File: src/pkg/nbp_pkg.sv
package nbp_pkg;
  localparam int DATA_W      = 16;
  localparam int ADDR_HI     = 31;
  localparam int ADDR_LO     = 2;
  localparam int ADDR_W      = 30;
  localparam int INVAL_LO    = 4;
  localparam int INVAL_W     = 28;
  localparam int BE_W        = 4;
  localparam int PAR_W       = 2;
  localparam logic [3:0] BE_IDLE = 4'hf;
  localparam logic [1:0] PAR_RST = 2'h3;

  typedef enum logic [1:0] {
    NBP_RUN,
    NBP_STOP_GRANT,
    NBP_STOP_CLOCK
  } nbp_pwr_e;

  typedef enum logic [1:0] {
    NBP_IDLE,
    NBP_ADDR,
    NBP_DATA
  } nbp_cyc_e;

  // Even parity: the parity bit makes the ones count of byte plus bit even
  function automatic logic [1:0] even_par(input logic [15:0] d);
    even_par = {^d[15:8], ^d[7:0]};
  endfunction : even_par
endpackage : nbp_pkg

File: src/pkg/nbp_keep_if.sv
`timescale 1ns/1ps
`default_nettype none
interface nbp_keep_if;
  logic [15:0] pin_in;
  logic [15:0] drv_en;
  logic [15:0] drv_val;
  logic        keep_on;
  logic [15:0] kept;
  modport keeper (input pin_in, drv_en, drv_val, keep_on, output kept);
  modport user   (output pin_in, drv_en, drv_val, keep_on, input kept);
endinterface : nbp_keep_if
`default_nettype wire

File: src/core/nbp_keeper.sv
`timescale 1ns/1ps
`default_nettype none
module nbp_keeper (
  // Clocking
  input  wire logic    clk,
  input  wire logic    rst_b,
  input  wire logic    ce,
  // Pin side
  nbp_keep_if.keeper   kif
);
  logic [15:0] next_kept;

  // Track whoever drives the pin last; our own drive wins while enabled
  always_comb begin
    next_kept = kif.kept;
    for (int i = 0; i < 16; i++) begin
      if (kif.drv_en[i]) begin
        next_kept[i] = kif.drv_val[i];
      end else if (kif.keep_on) begin
        next_kept[i] = kif.pin_in[i];
      end
    end
  end

  always_ff @(posedge clk or negedge rst_b) begin
    if (!rst_b) begin
      kif.kept <= 16'hffff;
    end else if (ce) begin
      kif.kept <= next_kept;
    end
  end
endmodule : nbp_keeper
`default_nettype wire

File: src/core/nbp_bus_pins.sv
// Summary of operation
// - Drive byte enables low; float on hold
// - Enable n covers 32-bit data byte n
// - Low byte D7-0; write data from clock two
// - Per-byte parity driven with write data
// - Even parity checked; error only flagged
// - A31-A4 accept invalidation address from system
// - Float address lines during bus/address hold
// - Stop states hold outputs; strobes high
// - Keep last level applied by outsider
// - Wide operands move as 16-bit transfers
// - Everything on rising clock edge
// - Data keepers only in stop states
// - Hold in stop-grant acknowledged, data floated
`timescale 1ns/1ps
`default_nettype none
module nbp_bus_pins (
  // Clocking
  input  wire logic        clk,
  input  wire logic        rst_b,
  input  wire logic        ce,
  // Core request: one 32-bit operand per request
  input  wire logic        req,
  input  wire logic        req_write,
  input  wire logic [29:0] req_addr,
  input  wire logic [3:0]  req_be,
  input  wire logic [31:0] req_wdata,
  input  wire logic        req_fill_first,
  output logic             req_busy,
  output logic             rd_valid,
  output logic [31:0]      rd_data,
  // Arbitration and power
  input  wire logic        hold_req,
  input  wire logic        addr_hold,
  input  wire logic        clock_halt_request,
  input  wire logic        clock_stopped,
  output logic             bus_yield_ack,
  output logic             stop_grant_active,
  // Cycle end from system
  input  wire logic        ready_b,
  // Address pins
  input  wire logic [29:0] address_lines_in,
  output logic [29:0]      address_lines_out,
  output logic             address_lines_oe,
  input  wire logic        inval_strobe,
  output logic             inval_valid,
  output logic [27:0]      inval_addr,
  // Control pins
  output logic [3:0]       byte_lane_enables_b,
  output logic             byte_lane_enables_oe,
  output logic             address_strobe_b,
  output logic             pseudo_locked_cycle_b,
  output logic             burst_final_b,
  // Data and parity pins
  input  wire logic [15:0] data_lines_in,
  output logic [15:0]      data_lines_out,
  output logic [15:0]      data_lines_oe,
  input  wire logic        high_byte_parity_in,
  input  wire logic        low_byte_parity_in,
  output logic             high_byte_parity_out,
  output logic             low_byte_parity_out,
  output logic             high_byte_parity_oe,
  output logic             low_byte_parity_oe,
  output logic             parity_error_flag_b
);
  nbp_pkg::nbp_pwr_e pwr, next_pwr;
  nbp_pkg::nbp_cyc_e cyc, next_cyc;
  logic              half, next_half;
  logic              wr, next_wr;
  logic [29:0]       addr, next_addr;
  logic [3:0]        be, next_be;
  logic [31:0]       wdat, next_wdat;
  logic              fill1, next_fill1;
  logic [15:0]       rlow, next_rlow;
  logic              next_rdv, next_ack;
  logic [31:0]       next_rdata;
  logic [29:0]       next_aout;
  logic              next_aoe, next_beoe, next_ads, next_burst_final;
  logic [3:0]        next_bepin;
  logic [15:0]       next_dout, next_doe;
  logic [1:0]        next_pout;
  logic              next_poe, next_perr;
  logic              next_ival;
  logic [27:0]       next_iaddr;
  logic [1:0]        ppin;
  logic              hold_now;

  nbp_keep_if kif ();

  assign hold_now  = hold_req && bus_yield_ack;

  // Data keepers only in stop states, and off while hold is acknowledged
  assign kif.pin_in  = data_lines_in;
  assign kif.drv_en  = data_lines_oe;
  assign kif.drv_val = data_lines_out;
  assign kif.keep_on = (pwr != nbp_pkg::NBP_RUN) && !hold_now;

  nbp_keeper u_keep (
    .clk   (clk),
    .rst_b (rst_b),
    .ce    (ce),
    .kif   (kif)
  );

  assign ppin = {high_byte_parity_in, low_byte_parity_in};

  always_comb begin
    next_pwr   = pwr;
    next_cyc   = cyc;
    next_half  = half;
    next_wr    = wr;
    next_addr  = addr;
    next_be    = be;
    next_wdat  = wdat;
    next_fill1 = fill1;
    next_rlow  = rlow;
    next_rdv   = 1'b0;
    next_rdata = rd_data;
    next_ack   = hold_req && (cyc == nbp_pkg::NBP_IDLE);
    next_aout  = address_lines_out;
    next_aoe   = 1'b0;
    next_beoe  = 1'b0;
    next_bepin = byte_lane_enables_b;
    next_ads   = 1'b1;
    next_burst_final = burst_final_b;
    next_dout  = data_lines_out;
    next_doe   = 16'h0000;
    next_pout  = {high_byte_parity_out, low_byte_parity_out};
    next_poe   = 1'b0;
    next_perr  = parity_error_flag_b;
    next_ival  = 1'b0;
    next_iaddr = inval_addr;
    // Power state; stop-clock left only through stop-grant
    case (pwr)
      nbp_pkg::NBP_RUN: begin
        if (clock_halt_request && cyc == nbp_pkg::NBP_IDLE) next_pwr = nbp_pkg::NBP_STOP_GRANT;
      end
      nbp_pkg::NBP_STOP_GRANT: begin
        if (clock_stopped) next_pwr = nbp_pkg::NBP_STOP_CLOCK;
        else if (!clock_halt_request) next_pwr = nbp_pkg::NBP_RUN;
      end
      default: begin
        if (!clock_stopped) next_pwr = nbp_pkg::NBP_STOP_GRANT;
      end
    endcase
    // Snoop while someone else owns the bus
    if (hold_now && inval_strobe) begin
      next_ival  = 1'b1;
      next_iaddr = address_lines_in[29:2];
    end
    // Bus cycle; each operand split into two 16-bit halves
    case (cyc)
      nbp_pkg::NBP_IDLE: begin
        // A take in the edge that enters stop-grant would run with no strobe
        if (req && !hold_req && next_pwr == nbp_pkg::NBP_RUN) begin
          next_cyc   = nbp_pkg::NBP_ADDR;
          next_wr    = req_write;
          next_addr  = req_addr;
          next_be    = req_be;
          next_wdat  = req_wdata;
          next_fill1 = req_fill_first;
          next_half  = 1'b0;
        end
      end
      nbp_pkg::NBP_ADDR: begin
        next_ads   = 1'b0;
        next_cyc   = nbp_pkg::NBP_DATA;
        next_burst_final = 1'b1;
      end
      default: begin
        // Write data and parity from the second clock onward
        // Load the half that must stand when ready is next sampled
        if (wr) begin
          next_dout = (half ^ !ready_b) ? wdat[31:16] : wdat[15:0];
          next_doe  = 16'hffff;
          next_pout = nbp_pkg::even_par(next_dout);
          next_poe  = 1'b1;
        end
        next_burst_final = !(half ^ !ready_b);
        if (!ready_b) begin
          if (!wr) begin
            // Check only; never stops the core
            next_perr = (nbp_pkg::even_par(data_lines_in) == ppin);
            if (half) begin
              next_rdata = {data_lines_in, rlow};
              next_rdv   = 1'b1;
            end else begin
              next_rlow = data_lines_in;
            end
          end
          if (half) begin
            next_cyc   = nbp_pkg::NBP_IDLE;
            next_burst_final = 1'b1;
            next_doe   = 16'h0000;
            next_poe   = 1'b0;
          end
          next_half = !half;
        end
      end
    endcase
    // Pin drive while we own the bus
    if (cyc != nbp_pkg::NBP_IDLE || next_cyc != nbp_pkg::NBP_IDLE) begin
      next_aout  = {next_addr[29:1], next_half};
      next_bepin = ~next_be;
    end
    next_aoe  = !(hold_req || addr_hold);
    next_beoe = !hold_req;
    if (hold_req) begin
      next_doe = 16'h0000;
      next_poe = 1'b0;
    end
    // Stop states: strobes inactive, others keep level
    if (pwr != nbp_pkg::NBP_RUN) begin
      next_ads = 1'b1;
    end
  end

  always_ff @(posedge clk or negedge rst_b) begin
    if (!rst_b) begin
      pwr                   <= nbp_pkg::NBP_RUN;
      cyc                   <= nbp_pkg::NBP_IDLE;
      half                  <= 1'b0;
      wr                    <= 1'b0;
      addr                  <= '0;
      be                    <= '0;
      wdat                  <= '0;
      fill1                 <= 1'b0;
      rlow                  <= '0;
      req_busy              <= 1'b0;
      rd_valid              <= 1'b0;
      rd_data               <= '0;
      bus_yield_ack         <= 1'b0;
      stop_grant_active     <= 1'b0;
      address_lines_out     <= '0;
      address_lines_oe      <= 1'b0;
      inval_valid           <= 1'b0;
      inval_addr            <= '0;
      byte_lane_enables_b   <= nbp_pkg::BE_IDLE;
      byte_lane_enables_oe  <= 1'b0;
      address_strobe_b      <= 1'b1;
      pseudo_locked_cycle_b <= 1'b1;
      burst_final_b         <= 1'b1;
      data_lines_out        <= '0;
      data_lines_oe         <= '0;
      high_byte_parity_out  <= nbp_pkg::PAR_RST[1];
      low_byte_parity_out   <= nbp_pkg::PAR_RST[0];
      high_byte_parity_oe   <= 1'b0;
      low_byte_parity_oe    <= 1'b0;
      parity_error_flag_b   <= 1'b1;
    end else if (ce) begin
      pwr                   <= next_pwr;
      cyc                   <= next_cyc;
      half                  <= next_half;
      wr                    <= next_wr;
      addr                  <= next_addr;
      be                    <= next_be;
      wdat                  <= next_wdat;
      fill1                 <= next_fill1;
      rlow                  <= next_rlow;
      req_busy              <= next_cyc != nbp_pkg::NBP_IDLE;
      rd_valid              <= next_rdv;
      rd_data               <= next_rdata;
      bus_yield_ack         <= next_ack;
      stop_grant_active     <= next_pwr != nbp_pkg::NBP_RUN;
      address_lines_out     <= next_aout;
      address_lines_oe      <= next_aoe;
      inval_valid           <= next_ival;
      inval_addr            <= next_iaddr;
      byte_lane_enables_b   <= next_bepin;
      byte_lane_enables_oe  <= next_beoe;
      address_strobe_b      <= next_ads;
      pseudo_locked_cycle_b <= 1'b1;
      burst_final_b         <= next_burst_final;
      data_lines_out        <= next_dout;
      data_lines_oe         <= next_doe;
      high_byte_parity_out  <= next_pout[1];
      low_byte_parity_out   <= next_pout[0];
      high_byte_parity_oe   <= next_poe;
      low_byte_parity_oe    <= next_poe;
      parity_error_flag_b   <= next_perr;
    end
  end
endmodule : nbp_bus_pins
`default_nettype wire

File: config.mk
export PLATFORM = sky130hd
export DESIGN_NAME = nbp_bus_pins
export DESIGN_NICKNAME = d
export VERILOG_FILES = /design/src/pkg/nbp_pkg.sv /design/src/pkg/nbp_keep_if.sv /design/src/core/nbp_keeper.sv /design/src/core/nbp_bus_pins.sv
export SDC_FILE = /design/constraint.sdc
export NUM_CORES = 1
export LEC_CHECK = 0
export BUFFER_PORTS_ARGS = -buffer_cell sky130_fd_sc_hd__buf_2
export CORE_ASPECT_RATIO = 0.75
export CORE_MARGIN = 3
export CORE_UTILIZATION = 55
export CTS_BUF_LIST = sky130_fd_sc_hd__clkbuf_8
export CTS_CLUSTER_DIAMETER = 150
export DETAILED_ROUTE_END_ITERATION = 6
export HOLD_SLACK_MARGIN = 0.06
export MAX_ROUTING_LAYER = met4
export PLACE_DENSITY = 0.95
export SLEW_MARGIN = 30
export SYNTH_ARGS = -nofsm -noshare
export SYNTH_HDL_FRONTEND = slang
export SYNTH_SLANG_ARGS = --single-unit
File: constraint.sdc
create_clock -name clk -period 4.4 [get_ports clk]
set_input_delay 0.22 -clock clk [delete_from_list [all_inputs] [get_ports clk]]
set_output_delay 0.22 -clock clk [all_outputs]
set_load 0.05 [all_outputs]
# After elaboration in Yosys (flattened, before gate mapping)
# Cells that the tools add are included.
dict set report word_totals {
  regBits 227
  inputBits 126
  output_inout_bits 141
  word_cells 108
}
dict set report classes {
  eq_ne 3
  muxes 37
  bitwise_logic 7
  n_reduce_logical 33
}
# operator count
set ops {}
lappend ops {{$mux W16} 6}
lappend ops {{$mux W30} 2}
lappend ops {{$reduce_xor A8 Y1} 4}
lappend ops {{$mux W1} 16}
lappend ops {{$mux W2} 7}
lappend ops {{$reduce_and A5 Y1} 2}
lappend ops {{$mux W4} 2}
lappend ops {{$pmux W2 S2} 2}
lappend ops {{$reduce_bool A2 Y1} 4}
lappend ops {{$logic_and A1 B1 Y1} 6}
lappend ops {{$logic_not A2 Y1} 3}
lappend ops {{$reduce_and A2 Y1} 3}
lappend ops {{$reduce_and A3 Y1} 2}
lappend ops {{$logic_not A1 Y1} 5}
lappend ops {{$not A1 Y1} 5}
lappend ops {{$eq A2 B1 Y1 const B} 2}
lappend ops {{$not A4 Y4} 1}
lappend ops {{$pmux W1 S2} 2}
lappend ops {{$reduce_and A4 Y1} 1}
lappend ops {{$eq A2 B2 Y1} 1}
lappend ops {{$logic_or A1 B1 Y1} 2}
lappend ops {{$reduce_or A2 Y1} 1}
lappend ops {{$xor A1 B1 Y1} 1}

# Longest topological paths before layout
# Gate-level depths: netlist (run 1).
dict set report depth {
  depth_word 11
  mapped_depth 7
  ltp_nobuf 5
}

# Least setup slack after synthesis (run 1)
# OpenSTA, ideal clock, no wires.
dict set report synth_timing {
  kind {flip-flop to flip-flop}
  start {register bus_yield_ack}
  end {register inval_addr[19]}
  arrival_time_ps 1689
  required_ps 4275
  setup_slack_ps 2586
  stages_incl_launch_ff 5
  n_path_buf 2
  cell_sequence {dfrtp_1 > nand4_1 > clkbuf_1 > buf_2 > mux2_2}
}
dict set report synth_between {
  elab_chain_len 3
}
# item line
set synth_rtl {}
lappend synth_rtl {{from (decl)} nbp_bus_pins.sv:37} ;# output logic bus_yield_ack,
lappend synth_rtl {{from (signal assigned)} nbp_bus_pins.sv:263} ;# bus_yield_ack <= next_ack;
lappend synth_rtl {{$logic_and A1 B1 Y1} nbp_bus_pins.sv:90} ;# assign hold_now = hold_req && bus_yield_ack;
lappend synth_rtl {{$logic_and A1 B1 Y1} nbp_bus_pins.sv:147} ;# if (hold_now && inval_strobe) begin
lappend synth_rtl {{$reduce_and A2 Y1 (no source line)} --}
lappend synth_rtl {{to (signal assigned)} nbp_bus_pins.sv:268} ;# inval_addr <= next_iaddr;
lappend synth_rtl {{to (decl)} nbp_bus_pins.sv:47} ;# output logic [27:0] inval_addr,
# Every way passes these cells.
# A chain may end at the register's enable or synchronous reset.

# Final worst setup path (run 1)
dict set report layout_timing {
  start {register pwr[1]}
  end {register addr[20]}
}
dict set report layout_between {
  elab_chain_len 7
}
# item line
set layout_rtl {}
lappend layout_rtl {{from (decl)} nbp_bus_pins.sv:66} ;# nbp_pkg::nbp_pwr_e pwr, next_pwr;
lappend layout_rtl {{from (signal assigned)} nbp_bus_pins.sv:220} ;# pwr <= nbp_pkg::NBP_RUN;
lappend layout_rtl {{from (signal assigned)} nbp_bus_pins.sv:251} ;# pwr <= next_pwr;
lappend layout_rtl {{$mux W2} nbp_bus_pins.sv:140} ;# else if (!clock_halt_request) next_pwr = nbp_pkg::NBP_RUN;
lappend layout_rtl {{$mux W2} nbp_bus_pins.sv:139} ;# if (clock_stopped) next_pwr = nbp_pkg::NBP_STOP_CLOCK;
lappend layout_rtl {{$pmux W2 S2 *} nbp_bus_pins.sv:134} ;# case (pwr)
lappend layout_rtl {{$logic_not A2 Y1 *} nbp_bus_pins.sv:155} ;# if (req && !hold_req && next_pwr == nbp_pkg::NBP_RUN) begin
lappend layout_rtl {{$logic_and A1 B1 Y1 *} nbp_bus_pins.sv:155}
lappend layout_rtl {{$mux W30 *} nbp_bus_pins.sv:155}
lappend layout_rtl {{$mux W30 *} nbp_bus_pins.sv:152} ;# case (cyc)
lappend layout_rtl {{to (signal assigned)} nbp_bus_pins.sv:255} ;# addr <= next_addr;
lappend layout_rtl {{to (decl)} nbp_bus_pins.sv:70} ;# logic [29:0] addr, next_addr;
# Every way passes the cells marked *; elsewhere a longest branch is shown, timed or not.

==> results of run 1 <==
## timing repair
| item | in CTS | in global routing |
|---|---|---|
| hold endpoints to repair | 286 | 0 |
| hold buffers | 117 | 0 |
| resized for setup | 0 | 0 |
## layout by cell type, fill, tap and decap left out, types with 2 or more instances in the layout
cell	instances
xnor2_1	38
buf_4	5
nor2_1	9
nand2_1	56
dfrtp_1	201
mux2_1	31
clkbuf_8	40
buf_2	260
a21oi_1	6
inv_1	18
mux2_2	117
clkinv_2	5
nand4_1	2
xor2_1	4
or2_2	2
buf_12	2
o21ai_0	59
dlygate4sd3_1	117
buf_16	2
nand2b_1	2
dfstp_2	9
mux2i_1	49
o2bb2ai_1	2
o41ai_1	2
## flip-flops by register name, summed over array words and instances, names as in the netlist, 2 cells and up
| name | flops |
|---|---|
| rlow | 16 |
| address_lines_out | 30 |
| byte_lane_enables_b | 4 |
| wdat | 32 |
| addr | 29 |
| inval_addr | 28 |
| pwr | 2 |
| data_lines_out | 16 |
| rd_data | 32 |
| be | 4 |
| cyc | 2 |
## final cells by class
| cell class | instances | share of cell area [%] |
|---|---|---|
| diodes | 1 | 0.0206 |
| flip-flops and latches | 210 | 43.4 |
| multi-input cells | 395 | 27.5 |
| clock inverters | 15 | 0.546 |
| well taps | 205 | 2.11 |
| repair buffers | 387 | 21.6 |
| inverters | 9 | 0.278 |
| clock buffers | 40 | 4.53 |
## tightest hold or removal path: stages
cell and delay, ps:
buf_2 100, nand2b_1 120, o41ai_1 120, nand2_1 60
## worst max-delay path by stage
stage,startpoint,slack (ps),to,cells after the start
floorplan,bus_yield_ack,2590,inval_addr[19],4
global placement,pwr[1],1790,addr[22],3
detailed placement,pwr[1],1670,addr[15],3
CTS,pwr[1],1660,addr[15],3
global route,pwr[1],1880,addr[24],4
finish,pwr[1],2000,addr[20],4
## layer usage
metal	GRT usage, %	vias to the layer above
met3	7.33	75
met4	10.9	0
li1	-	3022
met5	-	-
met2	50.0	381
met1	34.3	3342
## report_power, final
| group | internal [W] | leakage [nW] | switching (W) |
|---|---|---|---|
| sequential | 0.00281 | 2.62 | 0.000606 |
| combinational | 0.00144 | 3.20 | 0.00294 |
| clock | 0.000811 | 0.355 | 0.000748 |
| total | 0.00506 | 6.18 | 0.00429 |
## cell families (layout without fill, tap and decap cells)
family,after synthesis,in the layout
mux,197,197
other cells,1,2
flops,210,210
buf+inv,61,451
simple gates,76,76
compound gates,78,78
xor+xnor,43,43
## cell usage after synthesis (all sizes together), types with 2 or more instances
cell type  number
nand4           2
inv             9
xnor2          38
nand2          57
o21ai          61
mux2          148
xor2            5
nand2b          2
nor2            9
dfrtp         201
a21oi           6
o2bb2ai         2
nand3           2
mux2i          49
or2             2
dfstp           9
o41ai           2
buf            38
clkbuf         14
## per-stage QoR
step | utilization (%) | total power [W] | area (um2) | worst slack [ps] | hold slack (ps)
2_1_floorplan | - | 0.00652 | 8920 | 2590 | -75.6
3_3_place_gp | 66.0 | 0.00736 | 10300 | 1790 | 387
3_5_place_dp | 66.2 | 0.00758 | 10300 | 1670 | 399
4_1_cts | 77.7 | 0.00923 | 12100 | 1660 | 76.0
5_1_grt | 78.0 | 0.00979 | 12100 | 1880 | 133
6_report | 78.0 | 0.00935 | 12100 | 2000 | 111
==> impl_metrics.toml, run 1 <==
[die]
io_pins = 267
placementRows = 39
core-area_um2 = 15600
die_height_um = 116
start_util_pct = 57.3
fp.dieW_um = 153
die_area_um2 = 17800

[route]
wl_met1_mm = 9.82
via_count = 6820
drc_errors = 0
avgViaCountPerCell = 5.40
drt_iter0_drc = 379
route.detailed.wl_per_inst_um = 20.2
antenna_left = 0
firstDrtPassIters = 5
met2WireLength_mm = 12.8
routed_wl_mm = 25.5
wl_met3_mm = 2.07
highest_layer = "met4"

[yosys]
yosysSeqAreaShare_pct = 59.0
synth_top_area_share_pct = 56.4
ys.flop_type = "dfrtp_1"
synth_warnings = 0
ys_top_cells_by_area = "dfrtp_1 (56%), mux2_2 (15%), mux2i_1 (5.5%), mux2_1 (3.9%), xnor2_1 (3.7%)"
synth_top_family_by_area = "multiplexers"
synthAdderAreaFrac_pct = 0
synth_top_area_cell = "dfrtp_1"
ys_seq_elements = 210
synth_edf_count = 0
ys_types = 35
synth_area_um2 = 8920
muxShareOfSynthArea_pct = 24.2
synthesis.nets = 792
async_flop_share_pct = 100
synthesis.instances = 666
synthSimpleGateAreaFrac_pct = 3.58
synth_area_per_cell_um2 = 13.4
synth-xor-area-share_pct = 4.22
synth_compound_gate_area_share_pct = 4.99

[critical_path]
worstPathCellList = "a2111oi_4 > nand3_4 > buf_12 > mux2_1"
critical_path_class = "reg2reg"
path_buf_inv = 1
worstRegToRegCells = 4
critPathLaunchType = "flip-flop"
crit_family = "compound AO/OA/AOI/OAI gates"
rr_startpoint = "pwr[1]"
cp-end-kind = "flip-flop"
r2r_end = "addr[20]"
critPathArrivalTime_ps = 2830
slowest_delay_ps = 620
crit_fanout = 43
slowest_stage = "a2111oi_4"
required_ps = 4820
rrSetupSlack_ps = 2000

[timing]
timing.fmax_ghz = 0.416
fin_crit_sh_pct = 54.6
tightest_slew_ps = 963
slew_headroom_pct = 35.7
setup_viol = 0
fin_tns_setup_ps = 0
finalCriticalPeriod_ps = 2400
hold_viol = 0
slew_viol_final = 0
finClkSkew_ps = 11.0
grt_setup_unrepaired = "no"

[flow_run]
maxCapViolCount = 0

[cts]
cts_root_buf = "clkbuf_8"
numCtsBuffers = 31
clk_pin_slew_ps = 70
cts_max_path_buffers = 3
cts_num_sinks = 210
cts_tree = "done"
clk_latency_ps = 550
cts_setup_buffers = 0
htree_levels = 1

[global_routing]
antenna_found_initial = 0
grt_max_degree = 126
grt_pass1_vias = 7463
grt_first_pass_wirelength_mm = 40.1
grt_overflow = 0
track_usage_pct = 29.3

[pwr]
p_per_area_nw_per_um2 = 770
p_leak_nw = 6.18
ir_worst_vdd_uv = 720

[cells_and_area]
syn_to_final_growth_pct = 36.0
fill_cells = 837
instances_no_fill = 1262
seq_area_um2 = 5270
drive_gt1_share_pct = 42.6
multi_input_area_um2 = 3340
nNetsFinal = 1160

[outcome]
status = "finished, final reports clean"

[min_path]
hold_depth = 4
min_from = "req"
holdCritPathClass = "in2reg"
min_to = "half"

[placement]
io_buffers = 261
hpwl_mm = 14.6
finalWeightedCongestion = 0.780
placed_cells = 1087
Note: power is estimated with default switching activity, not from simulation.
==> run 2: changes to the inputs <==
- CORE_UTILIZATION: 55 -> 53
- PLACE_DENSITY: 0.95 -> 0.93
- clock period: 4.4 -> 2.5 ns (I/O delays scaled with it)
==> impl_metrics.toml, run 2 (synthesized netlist as in run 1, its figures left out) <==
[critical_path]
critPathArrivalTime_ps = 2440
crit_fanout = 33
worstRegToRegCells = 5
crit_family = "compound AO/OA/AOI/OAI gates"
required_ps = 2880
rrSetupSlack_ps = 440
critical_path_class = "reg2reg"
worstPathCellList = "a2111oi_4 > nand2_2 > buf_4 > mux2i_1 > o21ai_0"
r2r_end = "address_lines_out[16]"
slowest_stage = "a2111oi_4"
path_buf_inv = 1
critPathLaunchType = "flip-flop"
slowest_delay_ps = 580
cp-end-kind = "flip-flop"
rr_startpoint = "pwr[1]"

[global_routing]
track_usage_pct = 27.4
use_met2_pct = 45.7
grt_max_degree = 78
antenna_found_initial = 2
grt_pass1_vias = 7444
use_met1_pct = 31.3
busiest_layer = "met2"
grt_overflow = 0
grt_first_pass_wirelength_mm = 39.0
grtUsageMet3_pct = 8.60

[die]
die_height_um = 118
fp.dieW_um = 156
io_pins = 267
die_area_um2 = 18400
placementRows = 40
start_util_pct = 54.9
core-area_um2 = 16300

[cts]
cts_max_path_buffers = 3
numCtsBuffers = 34
cts_root_buf = "clkbuf_8"
clk_pin_slew_ps = 70
htree_levels = 2
cts_num_sinks = 210
cts_tree = "done"
cts_setup_buffers = 0
clk_latency_ps = 500

[pwr]
p_per_area_nw_per_um2 = 1360
pwr-share-clk_pct = 17.9
p_seq_share_pct = 35.9
ir_worst_vdd_uv = 1090
power_switching_w = 0.00751
swShare_pct = 45.2
total_power_w = 0.0166
power_frac_comb_pct = 46.2
internal_power_w = 0.00910
p_leak_nw = 6.22

[timing]
finalCriticalPeriod_ps = 2060
grt_setup_unrepaired = "no"
tightest_slew_ps = 639
hold_viol = 0
slew_viol_final = 0
setup_viol = 0
fin_crit_sh_pct = 82.4
fin_tns_setup_ps = 0
timing.fmax_ghz = 0.485
slew_headroom_pct = 57.4
finClkSkew_ps = 16.7

[cells_and_area]
drive_gt1_share_pct = 42.6
nNetsFinal = 1168
top_regs = "rd_data (32), wdat (32), address_lines_out (30)"
design_area_um2 = 12200
final_cell_mix = "buf_2 (260), dfrtp_1 (201), mux2_2 (117), dlygate4sd3_1 (117), o21ai_0 (59)"
syn_to_final_growth_pct = 36.8
final_common_cell = "buf_2"
instances_no_fill = 1276
post-route-util_pct = 75.0

[route]
antenna_left = 0
via_count = 6773
drc_errors = 0
routed_wl_mm = 24.6
drt_iter0_drc = 412
avgViaCountPerCell = 5.31
route.detailed.wl_per_inst_um = 19.3
firstDrtPassIters = 5

[flow_run]
maxCapViolCount = 0

[min_path]
min_to = "half"
min_from = "req"
holdCritPathClass = "in2reg"
hold_depth = 4

[placement]
placed_cells = 1099
hpwl_mm = 14.2
post_dp_cell_area_um2 = 10400
finalWeightedCongestion = 0.804
io_buffers = 261

[outcome]
status = "finished, final reports clean"
## run 2: cell count changes in the layout (fill, tap and decap cells not counted), moves of 2 or more
cell | previous run | this run
buf_16 | 2 | 0
buf_4 | 5 | 11
bufinv_16 | 0 | 2
clkinv_2 | 5 | 1
inv_1 | 18 | 23
## run 2: what timing repair did
action | in CTS | in global routing
gates resized for setup | 0 | 0
endpoints found under the hold margin | 241 | 0
hold buffers | 117 | 0
## run 2: worst reg2reg max path: cells and delay by family (launching register included)
kind / cells / cell delay [ps]
AO/OA/AOI/OAI: 2 / 880
flip-flops: 1 / 460
buffers and inverters: 1 / 310
multiplexers: 1 / 230
AND/OR/NAND/NOR: 1 / 80
## run 2: cell type report
class,count,area (um2)
fill,963,4060
multi-input combinational,395,3340
clock inverter,19,134
sequential,210,5270
tap,210,263
inverter,9,33.8
clock buffer,39,537
timing repair buffer,392,2630
antenna,2,5.00
## run 2: worst max-delay path by stage
| stage | startpoint | endpoint | slack (ps) | cells past startpoint |
|---|---|---|---|---|
| after floorplan | bus_yield_ack | inval_addr[19] | 690 | 4 |
| after global placement | pwr[1] | byte_lane_enables_b[3] | 540 | 5 |
| after detailed placement | pwr[1] | byte_lane_enables_b[3] | 480 | 5 |
| after CTS | pwr[1] | byte_lane_enables_b[3] | 460 | 5 |
| after global routing | pwr[1] | byte_lane_enables_b[2] | 360 | 5 |
| final | pwr[1] | address_lines_out[16] | 440 | 5 |
## run 2: through the flow
step,hold WS (ps),setup slack [ps]
after CTS,65.7,464
after global placement,197,541
after floorplan,-171,686
after global routing,109,356
after detailed placement,203,482
final,93.8,439
## run 2: routing by layer
layer | share of wire (%) | up-vias
met5 | 0 | -
met2 | 50 | 326
met1 | 38 | 3338
met3 | 8.8 | 72
met4 | 3.1 | 0
li1 | - | 3037
## run 2: power by group through the flow
stage	clock network, W	registers [W]	logic, W
finish	0.00297	0.00597	0.00767
floorplan	0	0.00870	0.00278
detailed placement	0	0.00591	0.00738
global route	0.00320	0.00613	0.00811
CTS	0.00302	0.00588	0.00754
global placement	0	0.00579	0.00720
